$ cat config.mk
export PLATFORM = sky130hd
export DESIGN_NAME = resr_regs
export DESIGN_NICKNAME = d
export VERILOG_FILES = /design/src/resr_pkg.sv /design/src/resr_regs.sv
export SDC_FILE = /design/constraint.sdc
export NUM_CORES = 1
export LEC_CHECK = 0
export CAP_MARGIN = 10
export CORE_MARGIN = 2
export CORE_UTILIZATION = 40
export DETAILED_ROUTE_END_ITERATION = 16
export DONT_BUFFER_PORTS = 1
export PLACE_DENSITY = 0.56
export SLEW_MARGIN = 5
export SYNTH_ARGS = -nofsm -noshare
export SYNTH_HDL_FRONTEND = slang
export SYNTH_SLANG_ARGS = --single-unit
$ cat constraint.sdc
create_clock -name clk_sys_in -period 5.55 [get_ports clk_sys_in]
set_clock_uncertainty 0.1 [all_clocks]
set_input_delay 0.555 -clock clk_sys_in [delete_from_list [all_inputs] [get_ports clk_sys_in]]
set_output_delay 0.555 -clock clk_sys_in [all_outputs]
set_load 0.02 [all_outputs]
$ cat src/resr_pkg.sv
// Package for the rail enable and sequencer register bank
package resr_pkg;
  // ==========================================================
  // Register offsets and reset values
  localparam logic [7:0] RESR_OFS_ENABLE = 8'h16;
  localparam logic [7:0] RESR_OFS_UVLO = 8'h18;
  localparam logic [7:0] RESR_OFS_SEQ_STROBE_MAP_ONE = 8'h19;
  localparam logic [7:0] RESR_OFS_SEQ_STROBE_MAP_TWO = 8'h1A;
  localparam logic [7:0] RESR_RST_ENABLE = 8'h00;
  localparam logic [7:0] RESR_RST_UVLO = 8'h03;
  // Reset values of the map registers are variant specific; plain defaults
  localparam logic [7:0] RESR_RST_SEQ_STROBE_MAP_ONE = 8'h00;
  localparam logic [7:0] RESR_RST_SEQ_STROBE_MAP_TWO = 8'h00;
  // ==========================================================
  // Writable bit masks
  localparam logic [7:0] RESR_WM_ENABLE = 8'h7F;
  localparam logic [7:0] RESR_WM_UVLO = 8'h07;
  localparam logic [7:0] RESR_WM_SEQ_STROBE_MAP_ONE = 8'h77;
  localparam logic [7:0] RESR_WM_SEQ_STROBE_MAP_TWO = 8'h7F;
  // ==========================================================
  // Field positions
  localparam int RESR_B_SW1 = 6;
  localparam int RESR_B_SW2 = 5;
  localparam int RESR_B_BK1 = 4;
  localparam int RESR_B_BK2 = 3;
  localparam int RESR_B_BK3 = 2;
  localparam int RESR_B_LR1 = 1;
  localparam int RESR_B_LR2 = 0;
  localparam int RESR_NUM_RAILS = 7;
  // ==========================================================
  // Four-bit slot codes
  localparam logic [3:0] RESR_L_NOSEQ_A = 4'h8;
  localparam logic [3:0] RESR_L_NOSEQ_B = 4'h9;
  localparam logic [3:0] RESR_L_RSV_LO = 4'hA;
  localparam logic [3:0] RESR_L_RSV_HI = 4'hD;
  localparam logic [3:0] RESR_L_S14 = 4'hE;
  localparam logic [3:0] RESR_L_S15 = 4'hF;

  typedef enum logic [1:0] {
    RESR_UV_2V73 = 2'b00,
    RESR_UV_2V89 = 2'b01,
    RESR_UV_3V18 = 2'b10,
    RESR_UV_3V30 = 2'b11
  } resr_uvlo_t;

  // Register port request
  typedef struct packed {
    logic wr;
    logic rd;
    logic [7:0] addr;
    logic [7:0] wdata;
  } resr_req_t;

  // Decoded strobe slot of one rail (0 = not sequenced)
  typedef struct packed {
    logic [3:0] strobe;
    logic with_sys;
    logic reserved;
  } resr_slot_t;
endpackage : resr_pkg

$ cat src/resr_regs.sv
// Rail enable, undervoltage and sequencer strobe map registers
// ==========================================================
// Notes on behaviour
// [RQ1] Enable register at 0x16 resets to 0x00, bit 7 reads zero, bits 6..0 R/W.
// [RQ2] Bit 6 turns on switch one only while the power enable pin is high.
// [RQ3] Bit 5 turns on switch two only while the power enable pin is high.
// [RQ4] Bits 4, 3, 2 turn on bucks one to three only while the pin is high.
// [RQ5] Bits 1 and 0 turn linear regulators one and two on or off directly.
// [RQ6] These registers accept a write only while the unlock input is set.
// [RQ7] Undervoltage register at 0x18 resets to 0x03, bits 7..3 read 0, bit 2 R/W.
// [RQ8] Bits 1..0 pick the lockout level 2.73, 2.89, 3.18 or 3.3 V.
// [RQ9] First map at 0x19 holds buck one slot in 6..4 and buck two in 2..0.
// [RQ10] Slot code zero leaves a rail unsequenced, code n sequences at strobe n.
// [RQ11] Second map at 0x1A holds buck three slot in 6..4, linreg one in 3..0.
// [RQ12] Linreg one codes 8 and 9 are unsequenced, A..D reserved, E strobe 14, F 15 with system.
// [RQ13] Three-bit codes 6 and 7 map to strobes 6 and 7.
`timescale 1ns/1ps
`default_nettype none
module resr_regs (
  input wire logic clk_sys_in,
  input wire logic sys_rst_in,
  input wire resr_pkg::resr_req_t req_in,
  input wire logic unlock_ok_in,
  input wire logic power_enable_pin_in,
  output logic [7:0] rdata_out,
  output logic rd_err_out,
  output logic wr_refused_out,
  output logic switch_one_on_out,
  output logic switch_two_on_out,
  output logic buck_one_on_out,
  output logic buck_two_on_out,
  output logic buck_three_on_out,
  output logic linreg_one_on_out,
  output logic linreg_two_on_out,
  output resr_pkg::resr_uvlo_t lockout_threshold_out,
  output resr_pkg::resr_slot_t buck_one_slot_out,
  output resr_pkg::resr_slot_t buck_two_slot_out,
  output resr_pkg::resr_slot_t buck_three_slot_out,
  output resr_pkg::resr_slot_t linreg_one_slot_out
);
  import resr_pkg::*;

  // ==========================================================
  // Slot decoding
  function automatic resr_slot_t dec3(input logic [2:0] code);
    resr_slot_t s;
    s = '0;
    s.strobe = {1'b0, code}; // [RQ10] [RQ13]
    return s;
  endfunction : dec3

  function automatic resr_slot_t dec4(input logic [3:0] code);
    resr_slot_t s;
    s = '0;
    if (code == RESR_L_NOSEQ_A || code == RESR_L_NOSEQ_B) begin
      s.strobe = 4'h0; // [RQ12]
    end else if (code >= RESR_L_RSV_LO && code <= RESR_L_RSV_HI) begin
      s.reserved = 1'b1; // [RQ12]
    end else if (code == RESR_L_S15) begin
      s.strobe = code;
      s.with_sys = 1'b1; // [RQ12]
    end else begin
      s.strobe = code; // [RQ10] [RQ12]
    end
    return s;
  endfunction : dec4

  // ==========================================================
  // Address decode
  logic [7:0] enable_r;
  logic [7:0] uvlo_r;
  logic [7:0] seq_strobe_map_one_r;
  logic [7:0] seq_strobe_map_two_r;
  logic [7:0] rdata_r;
  logic rd_err_r;
  logic refused_r;
  wire hit_en = (req_in.addr == RESR_OFS_ENABLE);
  wire hit_uv = (req_in.addr == RESR_OFS_UVLO);
  wire hit_s1 = (req_in.addr == RESR_OFS_SEQ_STROBE_MAP_ONE);
  wire hit_s2 = (req_in.addr == RESR_OFS_SEQ_STROBE_MAP_TWO);
  wire hit_any = hit_en | hit_uv | hit_s1 | hit_s2;
  // Locked writes are dropped so a stray bus write cannot kill a rail
  wire wr_ok = req_in.wr & unlock_ok_in; // [RQ6]
  logic [7:0] rd_mux;
  always_comb begin
    if (hit_en) begin
      rd_mux = enable_r & RESR_WM_ENABLE; // [RQ1]
    end else if (hit_uv) begin
      rd_mux = uvlo_r & RESR_WM_UVLO; // [RQ7]
    end else if (hit_s1) begin
      rd_mux = seq_strobe_map_one_r & RESR_WM_SEQ_STROBE_MAP_ONE; // [RQ9]
    end else if (hit_s2) begin
      rd_mux = seq_strobe_map_two_r & RESR_WM_SEQ_STROBE_MAP_TWO; // [RQ11]
    end else begin
      rd_mux = 8'h00;
    end
  end

  // ==========================================================
  // Register storage
  always_ff @(posedge clk_sys_in) begin
    if (sys_rst_in) begin
      enable_r <= RESR_RST_ENABLE; // [RQ1]
      uvlo_r <= RESR_RST_UVLO; // [RQ7]
      seq_strobe_map_one_r <= RESR_RST_SEQ_STROBE_MAP_ONE;
      seq_strobe_map_two_r <= RESR_RST_SEQ_STROBE_MAP_TWO;
    end else if (wr_ok) begin
      if (hit_en) begin
        enable_r <= req_in.wdata & RESR_WM_ENABLE; // [RQ1]
      end
      if (hit_uv) begin
        uvlo_r <= req_in.wdata & RESR_WM_UVLO; // [RQ7]
      end
      if (hit_s1) begin
        seq_strobe_map_one_r <= req_in.wdata & RESR_WM_SEQ_STROBE_MAP_ONE; // [RQ9]
      end
      if (hit_s2) begin
        seq_strobe_map_two_r <= req_in.wdata & RESR_WM_SEQ_STROBE_MAP_TWO; // [RQ11]
      end
    end
  end

  always_ff @(posedge clk_sys_in) begin
    if (sys_rst_in) begin
      rdata_r <= 8'h00;
      rd_err_r <= 1'b0;
      refused_r <= 1'b0;
    end else begin
      rdata_r <= req_in.rd ? rd_mux : rdata_r;
      rd_err_r <= req_in.rd & ~hit_any;
      refused_r <= req_in.wr & (~unlock_ok_in | ~hit_any); // [RQ6]
    end
  end

  // ==========================================================
  // Rail enables
  // The pin is sampled combinationally so a falling pin drops the switch and buck rails at once
  assign switch_one_on_out = enable_r[RESR_B_SW1] & power_enable_pin_in; // [RQ2]
  assign switch_two_on_out = enable_r[RESR_B_SW2] & power_enable_pin_in; // [RQ3]
  assign buck_one_on_out = enable_r[RESR_B_BK1] & power_enable_pin_in; // [RQ4]
  assign buck_two_on_out = enable_r[RESR_B_BK2] & power_enable_pin_in; // [RQ4]
  assign buck_three_on_out = enable_r[RESR_B_BK3] & power_enable_pin_in; // [RQ4]
  assign linreg_one_on_out = enable_r[RESR_B_LR1]; // [RQ5]
  assign linreg_two_on_out = enable_r[RESR_B_LR2]; // [RQ5]
  assign lockout_threshold_out = resr_uvlo_t'(uvlo_r[1:0]); // [RQ8]
  assign buck_one_slot_out = dec3(seq_strobe_map_one_r[6:4]); // [RQ9]
  assign buck_two_slot_out = dec3(seq_strobe_map_one_r[2:0]); // [RQ9]
  assign buck_three_slot_out = dec3(seq_strobe_map_two_r[6:4]); // [RQ11]
  assign linreg_one_slot_out = dec4(seq_strobe_map_two_r[3:0]); // [RQ11]
  assign rdata_out = rdata_r;
  assign rd_err_out = rd_err_r;
  assign wr_refused_out = refused_r;
endmodule : resr_regs
`default_nettype wire

---- Word-level counts from Yosys, hierarchy flattened ----
Index checks and enable logic that the tools add are counted.
cells by class
  $lt $le $gt $ge ......................... 2
  equal/unequal tests ..................... 7
  mux-type cells .......................... 9
  bitwise gates (word level) .............. 14
  reductions and logical operators ........ 6
operators by type and width
  kind                  count
  $eq A8 B5 Y1 const B  4
  $mux W8               3
  $eq A4 B4 Y1 const B  3
  $and A1 B1 Y1         8
  $reduce_and A2 Y1     4
  $mux W7               1
  $mux W5               1
  $ge A4 B4 Y1 const B  1
  $le A4 B4 Y1 const B  1
  $mux W4               1
  $or A1 B1 Y1          4
  $mux W1               2
  $mux W2               1
  $not A1 Y1            2
  $logic_and A1 B1 Y1   1
  $logic_or A1 B1 Y1    1
storage, ports and cells
  bits in registers ....................... 33
  input bits .............................. 22
  output and inout bits ................... 43

---- Longest topological paths before layout ----
  word-level depth ........................ 7
  gate-level depth with buffers ........... 5
  depth with buffers taken out ............ 4

---- Worst setup path before layout ----
OpenSTA, ideal clock, no wires.
  kind .................................... input-to-reg
  start point ............................. input req_in[13] in the netlist's numbering
  end point ............................... register seq_strobe_map_two_r[0]
  library setup time ...................... 128 ps
  data arrival time ....................... 1954 ps
  path slack .............................. 3368 ps
  stages on the path ...................... 4
  buffers on the path ..................... 0
  cells stage by stage .................... or4b_4 > nor4_4 > mux2i_1 > nor2_1
between the ends
  word-level cells in the longest chain between the ends .. 2
ends and longest elaborated chain
  item                         line              text
  start: declaration           resr_regs.sv:22   input wire resr_pkg::resr_req_t req_in,
  $eq A8 B5 Y1                 resr_regs.sv:80   wire hit_s2 = (req_in.addr == RESR_OFS_SEQ_STROBE_MAP_TWO);
  $reduce_and A2 Y1 (no line)  -
  end signal: assignment       resr_regs.sv:118  seq_strobe_map_two_r <= req_in.wdata & RESR_WM_SEQ_STROBE_MAP_TWO;
  end: declaration             resr_regs.sv:73   logic [7:0] seq_strobe_map_two_r;
Every way passes these cells.
A chain may end at the register's enable or synchronous reset.

---- Worst setup path after layout ----
  start point ............................. input req_in[13] in the netlist's numbering
  end point ............................... register enable_r[0]
between the ends
  word-level cells in the longest chain between the ends .. 2
ends and longest elaborated chain
  item                         line              text
  $eq A8 B5 Y1                 resr_regs.sv:77   wire hit_en = (req_in.addr == RESR_OFS_ENABLE);
  $reduce_and A2 Y1 (no line)  -
  end signal: assignment       resr_regs.sv:109  enable_r <= req_in.wdata & RESR_WM_ENABLE;
  end: declaration             resr_regs.sv:70   logic [7:0] enable_r;
Every way passes these cells.

==> impl_metrics.env <==
export IMPL_syn2layout_area_growth_pct=2.17
export IMPL_post_dp_hpwl_um=2840
export IMPL_worst_ir_drop_vdd_mv=0.129
export IMPL_cts_tree="yes"
export IMPL_synth_xor_area_share_pct=0.542
export IMPL_io_buffers=0
export IMPL_dieArea_um2=4560
export IMPL_synth_compound_area_share_pct=13.4
export IMPL_crit_start="req_in[13]"
export IMPL_synth_area_mux_share_pct=13.0
export IMPL_coreArea_um2=3940
export IMPL_fill_cells=405
export IMPL_diodes=0
export IMPL_first_global_vias=1098
export IMPL_hold_buffers=0
export IMPL_timing_fmax_mhz=478
export IMPL_grt_max_degree=30
export IMPL_maxCapViolCount=0
export IMPL_hold_violations=0
export IMPL_ant_nets=0
export IMPL_drc=0
export IMPL_yosysSeqAreaShare_pct=39.7
export IMPL_end_kind="register"
export IMPL_status="finished clean"
export IMPL_required_ps=5610
export IMPL_synth_top_area_share_pct=39.7
export IMPL_grt_ovfl_total=0
export IMPL_yosysMostFrequentCell="dfxtp_1"
export IMPL_grt_pass1_wl_um=5520
export IMPL_power_leakage_nw=0.617
export IMPL_worst_pin_slew_ps=685
export IMPL_ff_latch_area_um2=641
export IMPL_detail_route_first_pass_iterations=4
export IMPL_r2r_start="uvlo_r[0]"
export IMPL_power_density_nw_per_um2=254
export IMPL_rsz0062_at_grt="false"
export IMPL_cpPeakStageDelay_ps=640
export IMPL_boundaryPins=65
export IMPL_cts_setup_buffers=0
export IMPL_syn_area_um2=1620
export IMPL_antenna_found_initial=0
export IMPL_synth_commonest_cells="32 x dfxtp_1, 25 x nor2_1, 21 x mux2i_1"
export IMPL_critPathCapture="enable_r[0]"
export IMPL_ctsResizeCount=0
export IMPL_multi_input_area_um2=851
export IMPL_wl_per_cell_um=16.7
export IMPL_min_delay_start="sys_rst_in"
export IMPL_ys_ff_latch=32
export IMPL_std_cell_rows=23
export IMPL_tns_ps=0
export IMPL_cts_root_buf="clkbuf_8"
export IMPL_arrival_ps=2160
export IMPL_synth_edff_count=0
export IMPL_r2r_cells=4
export IMPL_slowest_stage="nand4_1"
export IMPL_postSynthAreaPerCell_um2=8.97
export IMPL_fin_crit_ps=2090
export IMPL_critical_path_class="in -> reg"
export IMPL_maxSlewViolCount=0
export IMPL_slew_headroom_pct=54.0
export IMPL_synth_top_family_by_area="simple AND/OR/NAND/NOR gates"
export IMPL_vias=1170
export IMPL_yosysTopAreaCell="dfxtp_1"
export IMPL_numCtsBuffers=5
export IMPL_drt_total_wl_um=3740
export IMPL_synth_fa_ha_area_share_pct=0
export IMPL_setup_viol=0
export IMPL_grt_use_total_pct=16.6
export IMPL_yosys_warnings=0
export IMPL_fin_util_pct=41.9
export IMPL_synth_area_top_cells="dfxtp_1 40%, mux2i_1 13%, buf_4 7.0%"
export IMPL_reg2reg_to="rdata_out[0]"
export IMPL_routed_via_density=5.22
export IMPL_reg2reg_slack_ps=4230
export IMPL_cts_htree_levels=2
export IMPL_initial_utilization_pct=41.0
export IMPL_period_share_pct=37.7
export IMPL_crit_chain="nor4b_1, nand4_1, mux2i_1, nor2_1"
export IMPL_clkSlewWorstSetupHoldPaths_ps=60
export IMPL_synth_ff_type="dfxtp_1"
export IMPL_cts_sinks=32
export IMPL_cts_buffer_depth=2
export IMPL_drive_gt1_share_pct=6.32
export IMPL_drt_iter0_markers=64
export IMPL_synthArstFlopShare_pct=0
export IMPL_crit_path_start_kind="input pin"
export IMPL_cp_max_fo=7
export IMPL_gp_congestion=0.815
export IMPL_die_y_um=67.5
export IMPL_synth_cells=180
export IMPL_fp_dieW_um=67.5
export IMPL_yosys_area_share_simple_pct=23.4
export IMPL_final_nets=196
export IMPL_ys_types=32
export IMPL_clkLatencyLatePin_ps=280
export IMPL_hold_path_class="in -> reg"
worst max-delay path, delay by kind of cell:
| kind | cells | cell delay (ps) |
|---|---|---|
| AND/OR/NAND/NOR | 3 | 1290 |
| multiplexers | 1 | 320 |
kinds of logic after synthesis:
family	after synthesis
flip-flops	32
AO/OA/AOI/OAI	32
multiplexers	21
buffers and inverters	27
XOR/XNOR	1
AND/OR/NAND/NOR	66
other	1
power by group:
group / internal (mW) / switching, mW / leakage (nW)
clock network: 0.0851 / 0.0789 / 0.0410
logic: 0.00665 / 0.0160 / 0.318
registers: 0.231 / 0.00156 / 0.258
total: 0.322 / 0.0965 / 0.617
cell type report:
class | count | share of cell area (%)
multi-input cells | 130 | 51.6
clock buffers | 6 | 4.40
inverters | 5 | 1.14
well taps | 50 | 3.79
flip-flops and latches | 32 | 38.8
clock inverters | 1 | 0.303
sequential cells by signal (all words and copies together) (netlist names):
| register | count |
|---|---|
| enable_r | 7 |
| rd_err_out | 1 |
| rdata_out | 7 |
| seq_strobe_map_one_r | 6 |
| seq_strobe_map_two_r | 7 |
| uvlo_r | 3 |
| wr_refused_out | 1 |
how the worst min path moves through the flow:
| stage | end | slack (ps) | depth (start not counted) |
|---|---|---|---|
| floorplan | uvlo_r[2] | 360 | 2 |
| global placement | uvlo_r[2] | 390 | 2 |
| detailed placement | enable_r[4] | 410 | 2 |
| CTS | rdata_out[3] | 230 | 1 |
| global route | seq_strobe_map_one_r[4] | 230 | 1 |
| finish | rdata_out[3] | 240 | 1 |
per-layer routing:
| layer | track usage (%) | vias up | routed length (um) |
|---|---|---|---|
| met5 | 0 | - | 0 |
| met3 | 7.33 | 6 | 358 |
| li1 | - | 589 | - |
| met2 | 25.9 | 47 | 1670 |
| met4 | 4.59 | 0 | 34 |
| met1 | 20.9 | 528 | 1680 |
cells in the final DEF (no fill, tap or decap), drive strengths merged:
cell type and n:
clkbuf 6, conb 10, nor2 25, nor2b 7
and2 7, nand4 2, clkinv 1, dfxtp 32
nand2 9, a21oi 9, and3 1, nor3 2
o21ai 3, o22a 1, inv 5, xor2 1
and4bb 1, nor4b 1, o31ai 3, or2 2
o32ai 2, a22oi 5, o22ai 3, mux2i 21
a21boi 1, nor4 3, a311oi 1, or4b 1
nand2b 5, a22o 4
stage by stage:
step / std cells / power, mW / hold slack [ps] / area [um^2] / setup WS (ps)
2_1_floorplan: 189 / 0.267 / 361 / 1650 / 3370
3_3_place_gp: 217 / 0.259 / 385 / 1570 / 3180
3_5_place_dp: 217 / 0.260 / 407 / 1570 / 3170
4_1_cts: 224 / 0.426 / 231 / 1650 / 3440
5_1_grt: 224 / 0.438 / 229 / 1650 / 3270
6_report: 224 / 0.419 / 239 / 1650 / 3460
(Power assumes the default switching activity.)
